### src/core/bsi_pkg.sv
/*
 * constants and types for the slave interrupt enable register block:
 * register offsets, field positions, reset values and the enable layout.
 * assumes a 32-bit classic wishbone slave with byte addresses.
 */
package bsi_pkg;

	localparam int unsigned ADDR_W = 8;
	localparam int unsigned DATA_W = 32;
	localparam int unsigned NUM_SRC = 7;

	// byte offsets, one aligned word each
	localparam logic [7:0] OFS_ENABLE = 8'h00;
	localparam logic [7:0] OFS_LINE_EN = 8'h04;
	localparam logic [7:0] OFS_FLAGS = 8'h08;
	localparam logic [7:0] OFS_STATUS = 8'h0C;

	// field positions of the enable register
	localparam int unsigned BIT_RESET_READ_GATE = 7;
	localparam int unsigned BIT_BT_RESET = 6;
	localparam int unsigned BIT_HOST_IRQ_CLEAR = 5;
	localparam int unsigned BIT_EVENT_ATTN_CLEAR = 4;
	localparam int unsigned BIT_READ_END = 3;
	localparam int unsigned BIT_WRITE_END = 2;
	localparam int unsigned BIT_RD_PTR_CLEAR = 1;
	localparam int unsigned BIT_WR_PTR_CLEAR = 0;

	// field positions of the status register
	localparam int unsigned STS_IRQ = 0;
	localparam int unsigned STS_HOST_VIEW = 1;
	localparam int unsigned STS_RAW_RESET = 2;

	// values after reset
	localparam logic [7:0] ENABLE_RST = 8'h00;
	localparam logic LINE_EN_RST = 1'b0;
	localparam logic [NUM_SRC-1:0] FLAGS_RST = 7'h00;

	typedef struct packed {
		logic reset_read_gate;
		logic bt_reset_irq_en;
		logic host_irq_clear_irq_en;
		logic event_attn_clear_irq_en;
		logic read_end_irq_en;
		logic write_end_irq_en;
		logic rd_ptr_clear_irq_en;
		logic wr_ptr_clear_irq_en;
	} bsi_enable_t;

endpackage : bsi_pkg

### src/core/bsi_slave_irq_enable.sv
/*
 * slave interrupt enable register with source flags, line enable and
 * the gate on the host view of the slave hardware reset status.
 * assumes a classic wishbone master on clk_i and one-cycle source pulses.
 */
// What this block does
// RULE_01 - shared slave interrupt rises only while software sets the line enable
// RULE_02 - gate bit 7 resets 0; at 0 host sees reset status 0
// RULE_03 - bit 6 resets 0, enables or masks the reset interrupt source
// RULE_04 - bit 5 resets 0, enables or masks the host request clear source
// RULE_05 - bit 4 resets 0, enables or masks the event attention clear source
// RULE_06 - bit 3 resets 0, enables or masks the host read end source
// RULE_07 - bit 2 resets 0, enables or masks the host write end source
// RULE_08 - bit 1 resets 0, enables or masks the read pointer clear source
// RULE_09 - interrupt asserts while line enabled and any enabled flag set; host cannot access
`timescale 1ns/1ps
module bsi_slave_irq_enable #(
	parameter int unsigned SRC_W = bsi_pkg::NUM_SRC
) (
	input wire logic clk_i,
	input wire logic rst_i,
	input wire logic wb_cyc_i,
	input wire logic wb_stb_i,
	input wire logic wb_we_i,
	input wire logic [bsi_pkg::ADDR_W-1:0] wb_adr_i,
	input wire logic [3:0] wb_sel_i,
	input wire logic [bsi_pkg::DATA_W-1:0] wb_dat_i,
	output logic [bsi_pkg::DATA_W-1:0] wb_dat_o,
	output logic wb_ack_o,
	input wire logic [SRC_W-1:0] src_event_i,
	input wire logic slave_hw_reset_i,
	output logic shared_slave_irq_o,
	output logic slave_hw_reset_status_o
);

	// the flag layout follows the enable fields one to one
	if (SRC_W != bsi_pkg::NUM_SRC) begin : g_bad_src_w
		$error("SRC_W must equal the number of enable fields");
	end

	logic ack_r;
	logic ack_nxt;
	logic [bsi_pkg::DATA_W-1:0] dat_r;
	logic [bsi_pkg::DATA_W-1:0] dat_nxt;
	logic take;
	logic wr;
	logic wr_enable;
	logic wr_line;
	logic wr_flags;
	logic mapped;
	logic [7:0] ofs;

	bsi_pkg::bsi_enable_t en_r;
	bsi_pkg::bsi_enable_t en_nxt;
	logic line_en_r;
	logic line_en_nxt;

	logic [SRC_W-1:0] flag_r;
	logic [SRC_W-1:0] flag_nxt;
	logic [SRC_W-1:0] en_src;

	logic irq_r;
	logic irq_nxt;
	logic host_view_r;
	logic host_view_nxt;

	// bus group: every access is answered one cycle after it appears
	always_comb begin
		ofs = {wb_adr_i[7:2], 2'b00};
		ack_nxt = wb_cyc_i & wb_stb_i & ~ack_r;
		take = ack_nxt;
		wr = take & wb_we_i & wb_sel_i[0];
		mapped = 1'b1;
		wr_enable = 1'b0;
		wr_line = 1'b0;
		wr_flags = 1'b0;
		dat_nxt = dat_r;
		case (ofs)
			bsi_pkg::OFS_ENABLE: begin
				wr_enable = wr;
			end
			bsi_pkg::OFS_LINE_EN: begin
				wr_line = wr;
			end
			bsi_pkg::OFS_FLAGS: begin
				wr_flags = wr;
			end
			bsi_pkg::OFS_STATUS: begin
				mapped = 1'b1;
			end
			default: begin
				mapped = 1'b0;
			end
		endcase
		if (take) begin
			dat_nxt = 32'h0000_0000;
			if (mapped && !wb_we_i) begin
				case (ofs)
					bsi_pkg::OFS_ENABLE: begin
						dat_nxt[7:0] = en_r;
					end
					bsi_pkg::OFS_LINE_EN: begin
						dat_nxt[0] = line_en_r;
					end
					bsi_pkg::OFS_FLAGS: begin
						dat_nxt[SRC_W-1:0] = flag_r;
					end
					default: begin
						dat_nxt[bsi_pkg::STS_IRQ] = irq_r;
						dat_nxt[bsi_pkg::STS_HOST_VIEW] = host_view_r;
						dat_nxt[bsi_pkg::STS_RAW_RESET] = slave_hw_reset_i;
					end
				endcase
			end
		end
	end

	always_ff @(posedge clk_i or posedge rst_i) begin
		if (rst_i) begin
			ack_r <= 1'b0;
			dat_r <= 32'h0000_0000;
		end else begin
			ack_r <= ack_nxt;
			dat_r <= dat_nxt;
		end
	end

	// control group: only the local bus reaches these, no host port exists
	always_comb begin
		en_nxt = en_r;
		line_en_nxt = line_en_r;
		if (wr_enable) begin
			en_nxt = bsi_pkg::bsi_enable_t'(wb_dat_i[7:0]); // RULE_09
		end
		if (wr_line) begin
			line_en_nxt = wb_dat_i[0]; // RULE_01
		end
	end

	always_ff @(posedge clk_i or posedge rst_i) begin
		if (rst_i) begin
			en_r <= bsi_pkg::ENABLE_RST; // RULE_03
			line_en_r <= bsi_pkg::LINE_EN_RST;
		end else begin
			en_r <= en_nxt;
			line_en_r <= line_en_nxt;
		end
	end

	// flags: write 0 clears, an event in the same cycle still sets
	for (genvar g = 0; g < SRC_W; g++) begin : g_flag
		always_comb begin
			flag_nxt[g] = (flag_r[g] & ~(wr_flags & ~wb_dat_i[g])) | src_event_i[g];
		end
	end

	always_ff @(posedge clk_i or posedge rst_i) begin
		if (rst_i) begin
			flag_r <= bsi_pkg::FLAGS_RST;
		end else begin
			flag_r <= flag_nxt;
		end
	end

	// output group: registered, so each output lags its cause by one cycle
	always_comb begin
		en_src = en_r[SRC_W-1:0]; // RULE_03 RULE_04 RULE_05 RULE_06 RULE_07 RULE_08
		irq_nxt = line_en_r & (|(flag_r & en_src)); // RULE_01 RULE_09
		host_view_nxt = slave_hw_reset_i & en_r.reset_read_gate; // RULE_02
	end

	always_ff @(posedge clk_i or posedge rst_i) begin
		if (rst_i) begin
			irq_r <= 1'b0;
			host_view_r <= 1'b0; // RULE_02
		end else begin
			irq_r <= irq_nxt;
			host_view_r <= host_view_nxt;
		end
	end

	assign wb_ack_o = ack_r;
	assign wb_dat_o = dat_r;
	assign shared_slave_irq_o = irq_r;
	assign slave_hw_reset_status_o = host_view_r;

	for (genvar g = 0; g < SRC_W; g++) begin : g_flag_chk

	end
endmodule : bsi_slave_irq_enable

### config.mk
export PLATFORM = sky130hd
export DESIGN_NAME = bsi_slave_irq_enable
export DESIGN_NICKNAME = d
export VERILOG_FILES = /design/src/core/bsi_pkg.sv /design/src/core/bsi_slave_irq_enable.sv
export SDC_FILE = /design/constraint.sdc
export NUM_CORES = 1
export LEC_CHECK = 0
export ABC_AREA = 1
export BUFFER_PORTS_ARGS = -buffer_cell sky130_fd_sc_hd__buf_4
export CAP_MARGIN = 40
export CORE_UTILIZATION = 43
export DETAILED_ROUTE_END_ITERATION = 8
export PLACE_DENSITY = 0.75
export SYNTH_ARGS = -nofsm -noshare
export SYNTH_HDL_FRONTEND = slang
export SYNTH_SLANG_ARGS = --single-unit
### constraint.sdc
create_clock -name clk_i -period 1.4 [get_ports clk_i]
set_clock_uncertainty 0.05 [all_clocks]
set_input_delay 0 -clock clk_i [delete_from_list [all_inputs] [get_ports clk_i]]
set_output_delay 0 -clock clk_i [all_outputs]
set_load 0.02 [all_outputs]
; Yosys cells after proc, flatten, opt, wreduce, memory -nomap -nowiden
; Index checks and enable logic that the tools add are counted.
[word_totals]
reg_bits = 27
input_bits = 57
elab_cells = 74
[op_classes]
n_eq_ne = 3
muxes = 9
bitwise = 43
n_reduce_logical = 5
[op_table]
columns = operator, n
row1 = $and 1x1->1, 20
row2 = $not 1->1, 15
row3 = $eq 6x2->1 const B, 2
row4 = $mux 8, 1
row5 = $pmux 4 s2, 1
row6 = $and 7x7->7, 1
row7 = $or 1x1->1, 7
row8 = $reduce_or 7->1, 1
row9 = $eq 6x1->1 const B, 1
row10 = $logic_not 6->1, 1
row11 = $pmux 2 s3, 1
row12 = $mux 1, 5
row13 = $reduce_or 4->1, 1
row14 = $pmux 1 s3, 1
row15 = $logic_and 1x1->1, 1
row16 = $logic_not 1->1, 1

; Logic depth before layout (Yosys ltp)
; Gate-level depths: netlist of run 1.
[depth]
ltp_word = 9
depth_mapped = 7
ltp_nobuf = 7

; Least setup slack after synthesis of run 1
; Ideal clock, no wire load.
[synth_timing]
kind = reg-to-reg
from = register ack_r, in the netlist wb_ack_o
to = register en_r[1] in the netlist's numbering
arrival_time_ns = 1.189
required_ns = 1.231
path_slack_ns = 0.042
path_stages_with_launch = 8
cell_sequence = dfrtp_1 > inv_1 > nand3_4 > nor2_8 > nand2_4 > buf_6 > nor2_2 > a21oi_2
[synth_via]
elab_chain_cells = 5
[synth_rtl]
columns = item, line
row1 = start: declaration, bsi_slave_irq_enable.sv:41  ; logic ack_r;
row2 = start signal: assignment, bsi_slave_irq_enable.sv:123  ; ack_r <= ack_nxt;
row3 = $not 1->1, bsi_slave_irq_enable.sv:70  ; ack_nxt = wb_cyc_i & wb_stb_i & ~ack_r;
row4 = $and 1x1->1, bsi_slave_irq_enable.sv:70
row5 = $and 1x1->1 (2 in a row), bsi_slave_irq_enable.sv:72  ; wr = take & wb_we_i & wb_sel_i[0];
row6 = $mux 1, bsi_slave_irq_enable.sv:78  ; case (ofs)
row7 = end signal: assignment, bsi_slave_irq_enable.sv:142  ; en_r <= bsi_pkg::ENABLE_RST;
row8 = end signal: assignment, bsi_slave_irq_enable.sv:145  ; en_r <= en_nxt;
row9 = end: declaration, bsi_slave_irq_enable.sv:53  ; bsi_pkg::bsi_enable_t en_r;
; Every way passes these cells.
; A chain may end at the register's enable or synchronous reset.

; Worst setup path after layout of run 1
[layout_timing]
from = register ack_r, in the netlist wb_ack_o
to = register en_r[3] in the netlist's numbering
; Same word-level chain as after synthesis.

==> results.cfg, run 1 <==
[run_status]
status = completed

[cells_and_area]
final_nets = 308
drive_gt1_frac = 0.268
postLayoutCellArea_um2 = 2070
num_antenna_cells = 0
syn_to_final_growth_pct = 33.6
final_util = 0.611
fillers = 311

[die]
die_area_um2 = 3850
chipHeight_um = 62.0
initial_core_util = 0.457
coreArea_um2 = 3390
io_pins = 92
num_rows = 21
dieWidth_um = 62.0

[critical_path]
cp.required_ns = 1.59
critPathLaunchType = flop
slowest_delay_ns = 0.42
worst_ep_arrival_time_ns = 1.52
cp_cell_sequence = inv_1, nand3_4, nor2_8, nand2_4, nor2_2, a21oi_2
criticalPathCategory = flop to flop
cpMaxStageDelayCell = dfrtp_1
end_kind = flop
crit_path_max_fanout = 13

[synth]
synth_top_area_frac = 0.436
synth_flop_cell = dfrtp_1
synth_cell_types = 22
synth_compound_area_frac = 0.0783
yosysMostFrequentCell = nand2_1
postSynthCellCount = 185
synthTopCellsByCount = 39 x nand2_1, 27 x dfrtp_1, 24 x buf_4
synth_adder_area_share = 0
synthSimpleGateAreaFrac = 0.309
yosysWarnings = 0
synth_top_family_by_area = simple AND/OR/NAND/NOR gates
ys_top_cells_by_area = dfrtp_1 44%, buf_4 12%, nand2_1 9.4%
muxShareOfSynthArea = 0
synth_edf_count = 0
yosysSeqAreaShare = 0.436
ys_ff_latch = 27
synth_top_cell_by_area = dfrtp_1
synthArstFlopShare = 1.00
synth_xor_area_frac = 0
syn-cell-area_um2 = 1550
synth.avg_cell_area_um2 = 8.38

[place]
placed_area_um2 = 1820
hpwl_um = 2310
finalWeightedCongestion = 0.798
dp_worst_setup_slack_ns = 0.0759
io_buffers = 38

[sta]
hold_viol_final = 0
setup_viol = 0
max_freq_mhz = 752
drv_slew = 0
rsz0062_at_grt = true
whs_ns = 0.00128
setup_ws_ns = 0.0697
post-route-period-util = 0.950
fin_crit_ns = 1.33

[drt]
drc = 0
routed_wirelength_um = 3210
dr.pass1.iters = 6
viasPerCell = 4.53
drtIter0Drc = 49
wire_per_inst_um = 10.8
num_vias = 1340
drtAntennaViolNets = 0

[grt]
grt_pass1_vias = 1255
antenna_found_initial = 0
grt_pass1_wl_um = 5290
grt_usage = 0.189
grt_max_degree = 28
grt_overflow = 0

[min_path]
hold_path.class = input pin to flop

[clock_network]
clk_latency_ns = 0.34
root_buffer = clkbuf_4
cts_max_level = 1
cts_buffer_depth = 2
clk_pin_slew_ns = 0.16
cts_buffers = 3
cts_tree = built
cts.sinks = 27

[flow_run]
cap_violations = 0

[power]
vdd_drop_max_mv = 0.289
power_leakage_nw = 1.18
pwr_density_cell_nw_per_um2 = 694
-- critical path: cells and delay by family (launching register included) --
| kind | cells | cell delay, ns |
|---|---|---|
| and+or+nand+nor | 4 | 0.62 |
| buffers and inverters | 1 | 0.09 |
| AOI/OAI and AO/OA | 1 | 0.04 |
| DFF | 1 | 0.42 |
-- flip-flops by register name (all words and copies together), names as in the netlist --
register,flops
en_r,8
flag_r,7
line_en_r,1
shared_slave_irq_o,1
slave_hw_reset_status_o,1
wb_ack_o,1
wb_dat_o,8
-- path summary, 6_finish.rpt --
check                       startpoint     endpoint  slack, ns  cells after the start
max                           wb_ack_o      en_r[3]       0.07                      6
min                        wb_adr_i[6]  wb_dat_o[0]      0.001                      6
max reg2reg                   wb_ack_o      en_r[3]       0.07                      6
min reg2reg                   wb_ack_o     wb_ack_o       0.41                      1
max in group asynchronous        rst_i      en_r[2]       0.83                      4
min in group asynchronous        rst_i     wb_ack_o       0.20                      4
-- layout make-up --
| type | count | area (um2) | share of cell area |
|---|---|---|---|
| Tap cell | 46 | 57.6 | 0.0278 |
| Clock inverter | 1 | 7.51 | 0.00363 |
| Inverter | 21 | 78.8 | 0.0381 |
| Multi-Input combinational cell | 135 | 703 | 0.340 |
| Sequential cell | 27 | 676 | 0.326 |
| Clock buffer | 3 | 22.5 | 0.0109 |
| Timing Repair Buffer | 63 | 526 | 0.254 |
-- routing by layer --
metal,vias to the layer above,global-route usage,wire [um]
li1,663,-,-
met1,623,0.233,1420
met2,49,0.331,1570
met3,5,0.0248,156
met4,0,0.0794,51
met5,-,0,0
-- power breakdown --
part | internal (mW) | switching [mW] | leakage (nW)
Clock | 0.110 | 0.251 | 0.0139
Sequential | 0.790 | 0.00678 | 0.319
Combinational | 0.120 | 0.158 | 0.849
-- repair_timing --
| item | in CTS | in global routing |
|---|---|---|
| endpoints found under the setup margin | 0 | 4 |
| gates resized for setup | 0 | 6 |
| buffers inserted | 0 | 0 |
| hold buffers | 21 | 0 |
| hold endpoints to repair | 47 | 0 |
-- per-stage QoR --
stage	setup TNS, ns	power, mW	cells
after floorplan	0	0.994	208
final	0	1.44	296
after global placement	0	1.04	271
after global routing	-0.0457	1.51	296
after CTS	0	1.44	296
after detailed placement	0	1.04	271
-- placed cells by master, fill, tap and decap left out --
cell type	synthesis	final
conb_1	1	24
inv_2	1	1
a21oi_2	4	4
o21ai_1	0	2
buf_4	24	42
o21ai_2	1	1
a21oi_1	1	1
clkbuf_4	0	3
clkinvlp_4	0	1
inv_1	20	20
nand3_4	1	1
dfrtp_1	27	27
o21bai_1	4	4
a21boi_0	1	1
nor2_2	1	4
o21ai_0	7	5
nand4_1	2	2
nor2_1	19	16
nand3_1	21	21
nand2_4	2	3
dlygate4sd3_1	0	21
nand2_2	2	1
nor2_4	4	4
nand2_1	39	39
nor2_8	2	2
-- logic make-up after synthesis --
| logic type | after synthesis |
|---|---|
| AOI/OAI and AO/OA | 18 |
| DFF | 27 |
| buffers and inverters | 46 |
| and+or+nand+nor | 93 |
| other | 1 |
Note: power is estimated with default switching activity, not from simulation.
==> run 2: changes to the inputs <==
PLACE_DENSITY = not set   (was 0.75)
PLACE_DENSITY_LB_ADDON = 0.3   (was not set)
SLEW_MARGIN = 20   (was not set)
==> results.cfg, run 2 (same netlist as run 1, synthesis figures left out) <==
[power]
p_switching_mw = 0.401
power_leakage_nw = 1.18
p_int_mw = 1.02
seqPwrFrac = 0.561
combPwrFrac = 0.198
vdd_drop_max_mv = 0.454
pwr_density_cell_nw_per_um2 = 680
switching_share = 0.282
fin_total_pwr_mw = 1.42
pwr-share-clk = 0.242

[grt]
grt_pass1_vias = 1226
antenna_found_initial = 0
busiest_layer = met2
grt_max_degree = 28
met1_usage = 0.217
met2_usage = 0.339
grtUsageMet3 = 0.0186
grt_overflow = 0
grt_usage = 0.184
grt_pass1_wl_um = 5060

[cells_and_area]
final_util = 0.616
final_nets = 310
postLayoutCellArea_um2 = 2090
fin_cells = 298
fillers = 319
num_antenna_cells = 0
final_cell_mix = 43 x buf_4, 39 x nand2_1, 27 x dfrtp_1
mostFrequentLayoutCell = buf_4
drive_gt1_frac = 0.262
syn_to_final_growth_pct = 34.8

[critical_path]
cpMaxStageDelayCell = dfrtp_1
end_kind = flop
cp.required_ns = 1.59
critPathLaunchType = flop
slowest_delay_ns = 0.42
crit_path_max_fanout = 7
cp_cell_sequence = inv_1, nand3_4, nor2_8, nand2_4, o21ai_1, nand2_1
worst_ep_arrival_time_ns = 1.52
criticalPathCategory = flop to flop

[drt]
routed_wirelength_um = 3220
drc = 0
drtAntennaViolNets = 0
drtIter0Drc = 60
viasPerCell = 4.53
wire_per_inst_um = 10.8
num_vias = 1351
dr.pass1.iters = 4

[sta]
max_freq_mhz = 751
whs_ns = 0.0100
hold_viol_final = 0
setup_viol = 0
drv_slew = 0
post-route-period-util = 0.952
fin_crit_ns = 1.33
rsz0062_at_grt = true

[place]
placed_cells = 272
io_buffers = 38
placed_area_um2 = 1830
finalWeightedCongestion = 0.791
hpwl_um = 2320

[clock_network]
cts.sinks = 27
root_buffer = clkbuf_4
cts_tree = built
cts_setup_buffers = 0
clk_latency_ns = 0.33
clk_pin_slew_ns = 0.15
cts_max_level = 1
cts_buffers = 3
cts_buffer_depth = 2

[die]
chipHeight_um = 62.0
io_pins = 92
num_rows = 21
dieWidth_um = 62.0
die_area_um2 = 3850
coreArea_um2 = 3390
initial_core_util = 0.457

[min_path]
hold_path.class = input pin to flop

[run_status]
status = completed

[flow_run]
cap_violations = 0
## run 2: final cells by class
type	count	area, um2	share of cell area
flip-flops and latches	27	676	0.323
inverters	21	78.8	0.0377
clock inverters	1	5.00	0.00240
clock buffers	3	22.5	0.0108
multi-input cells	135	707	0.338
well taps	46	57.6	0.0275
repair buffers	65	543	0.260
## run 2: critical path, delay by kind of cell, from the launching register on
kind	cells	cell delay (ns)
AND/OR/NAND/NOR	4	0.53
AO/OA/AOI/OAI	1	0.15
buffers and inverters	1	0.10
flip-flops	1	0.42
## run 2: routing by layer
layer / wire [um] / part of all wire
met1: 1370 / 0.42
met2: 1660 / 0.52
met3: 124 / 0.039
met4: 65 / 0.020
met5: 0 / 0
## run 2: repair_timing
| item | 4_1_cts | 5_1_grt |
|---|---|---|
| hold endpoints to repair | 47 | 0 |
| hold buffers | 22 | 0 |
| gates resized for setup | 0 | 6 |
| endpoints found under the setup margin | 0 | 4 |
## run 2: per-stage QoR
stage,setup TNS [ns],setup WS (ns)
2_1_floorplan,0,0.0417
3_5_place_dp,0,0.0286
5_1_grt,-0.00992,-0.00506
6_report,0,0.0679
3_3_place_gp,0,0.0638
4_1_cts,0,0.00180
## run 2: power by group through the flow
| stage | clock (mW) | sequential [mW] | combinational [mW] |
|---|---|---|---|
| 2_1_floorplan | 0 | 0.816 | 0.179 |
| 3_3_place_gp | 0 | 0.811 | 0.230 |
| 3_5_place_dp | 0 | 0.812 | 0.231 |
| 4_1_cts | 0.356 | 0.797 | 0.280 |
| 5_1_grt | 0.383 | 0.799 | 0.312 |
| 6_report | 0.344 | 0.797 | 0.281 |
## run 2: worst paths after layout
path | start | to | slack [ns] | cells past startpoint
min in group asynchronous | rst_i | wb_ack_o | 0.22 | 4
hold reg to reg | wb_ack_o | wb_ack_o | 0.42 | 1
max in group asynchronous | rst_i | line_en_r | 0.82 | 4
setup reg to reg | wb_ack_o | flag_r[6] | 0.07 | 6
hold / removal | wb_adr_i[7] | wb_dat_o[0] | 0.01 | 6
setup / recovery | wb_ack_o | flag_r[6] | 0.07 | 6
==> run 3: changes to the inputs <==
--- a/config.mk
+++ b/config.mk
@@ -10,3 +10,5 @@
 export CAP_MARGIN = 40
-export CORE_UTILIZATION = 43
+export CELL_PAD_IN_SITES_DETAIL_PLACEMENT = 2
+export CELL_PAD_IN_SITES_GLOBAL_PLACEMENT = 2
+export CORE_UTILIZATION = 23
 export DETAILED_ROUTE_END_ITERATION = 8
--- a/constraint.sdc
+++ b/constraint.sdc
@@ -4,2 +4,2 @@
 set_output_delay 0 -clock clk_i [all_outputs]
-set_load 0.02 [all_outputs]
+set_load 0.01 [all_outputs]
==> results.cfg, run 3 (same netlist as run 1, synthesis figures left out) <==
[critical_path]
criticalPathCategory = flop to flop
crit_path_max_fanout = 13
cp.required_ns = 1.53
end_kind = flop
cpLargestDelayFamily = simple AND/OR/NAND/NOR gates
critPathLaunchType = flop
worst_ep_arrival_time_ns = 1.45
cp_cell_sequence = inv_1, nand3_4, nor2_8, nand2_4, nor2_1, a21oi_2
slowest_delay_ns = 0.41
cpMaxStageDelayCell = dfrtp_1
cp.buffers_inverters = 1

[sta]
hold_viol_final = 0
rsz0062_at_grt = true
max_freq_mhz = 760
whs_ns = 0.0592
drv_slew = 0
setup_viol = 0
fin_crit_ns = 1.32
post-route-period-util = 0.939

[clock_network]
cts_max_level = 1
clk_latency_ns = 0.29
cts_tree = built
cts_buffers = 3
root_buffer = clkbuf_8
cts_buffer_depth = 2
cts.sinks = 27
clk_pin_slew_ns = 0.11

[cells_and_area]
fillers = 751
final_cell_mix = 44 x buf_4, 39 x nand2_1, 27 x dfrtp_1
final_util = 0.330
syn_to_final_growth_pct = 36.6
mostFrequentLayoutCell = buf_4
drive_gt1_frac = 0.268
num_antenna_cells = 0
final_nets = 308

[drt]
dr.pass1.iters = 5
drtAntennaViolNets = 0
wire_per_inst_um = 13.0
num_vias = 1371
drc = 8
viasPerCell = 4.19
drtIter0Drc = 56
routed_wirelength_um = 4240

[die]
io_pins = 92
die_area_um2 = 7070
chipHeight_um = 84.1
num_rows = 29
coreArea_um2 = 6420
initial_core_util = 0.241
dieWidth_um = 84.1

[run_status]
violations = DRC
status = complete, but fails checks

[grt]
grt_max_degree = 28
grt_pass1_wl_um = 7210
antenna_found_initial = 0
grt_pass1_vias = 1481
grt_usage = 0.132
grt_overflow = 0

[min_path]
hold_path.class = input pin to flop

[power]
power_leakage_nw = 1.19
fin_total_pwr_mw = 1.54
vdd_drop_max_mv = 0.347
pwr_density_cell_nw_per_um2 = 727

[place]
finalWeightedCongestion = 0.730
hpwl_um = 3240
io_buffers = 38

[flow_run]
cap_violations = 0
## run 3: cell types whose count changed in the layout (fill, tap and decap cells not counted)
cell,before,now
o21ai_0,4,5
clkinv_2,1,0
nand2_8,1,0
clkbuf_8,0,3
clkbuf_4,3,0
nand2_4,2,3
o21ai_1,3,2
dlygate4sd3_1,22,19
clkinvlp_4,0,1
buf_4,43,44
## run 3: timing repair
item                                    in CTS  in global routing
buffers inserted                             0                  0
endpoints found under the setup margin       0                  6
hold endpoints to repair                    45                  0
gates resized for setup                      0                  4
hold buffers                                19                  0
## run 3: layout make-up
type / instances / area, um2 / area share
Timing Repair Buffer: 63 / 520 / 0.246
Multi-Input combinational cell: 135 / 698 / 0.330
Sequential cell: 27 / 676 / 0.319
Inverter: 21 / 78.8 / 0.0372
Clock inverter: 1 / 7.51 / 0.00354
Tap cell: 77 / 96.3 / 0.0455
Clock buffer: 3 / 41.3 / 0.0195
## run 3: metrics by stage
stage          TNS [ns]  setup WS (ns)  instance area (um2)  cells
2_1_floorplan         0          0.101                 1640    208
3_3_place_gp          0         0.0681                 1870    304
3_5_place_dp          0         0.0428                 1870    304
4_1_cts               0         0.0197                 2110    327
5_1_grt         -0.0142        -0.0142                 2120    327
6_report              0         0.0849                 2120    327
## run 3: tightest hold or removal path, stage by stage
cell,delay [ns]
buf_4,0.11
nor2_1,0.06
nand3_1,0.11
o21ai_0,0.08
## run 3: worst paths after layout
path,end,cells past startpoint,slack [ns],from
setup / recovery,en_r[3],6,0.08,wb_ack_o
hold / removal,line_en_r,4,0.06,wb_adr_i[3]
setup reg to reg,en_r[3],6,0.08,wb_ack_o
hold reg to reg,wb_ack_o,1,0.41,wb_ack_o
max in group asynchronous,flag_r[1],4,0.74,rst_i
min in group asynchronous,wb_dat_o[2],4,0.27,rst_i
## run 3: layer usage
metal	GRT usage	share of wire	vias up
met5	0	0	-
met4	0.0470	0.013	0
met3	0.0188	0.044	5
met2	0.238	0.51	42
met1	0.159	0.43	667
li1	-	-	657
## run 3: power breakdown
group,internal (mW),switching [mW]
Sequential,0.790,0.00662
Clock,0.204,0.290
Combinational,0.119,0.132
Total,1.11,0.429
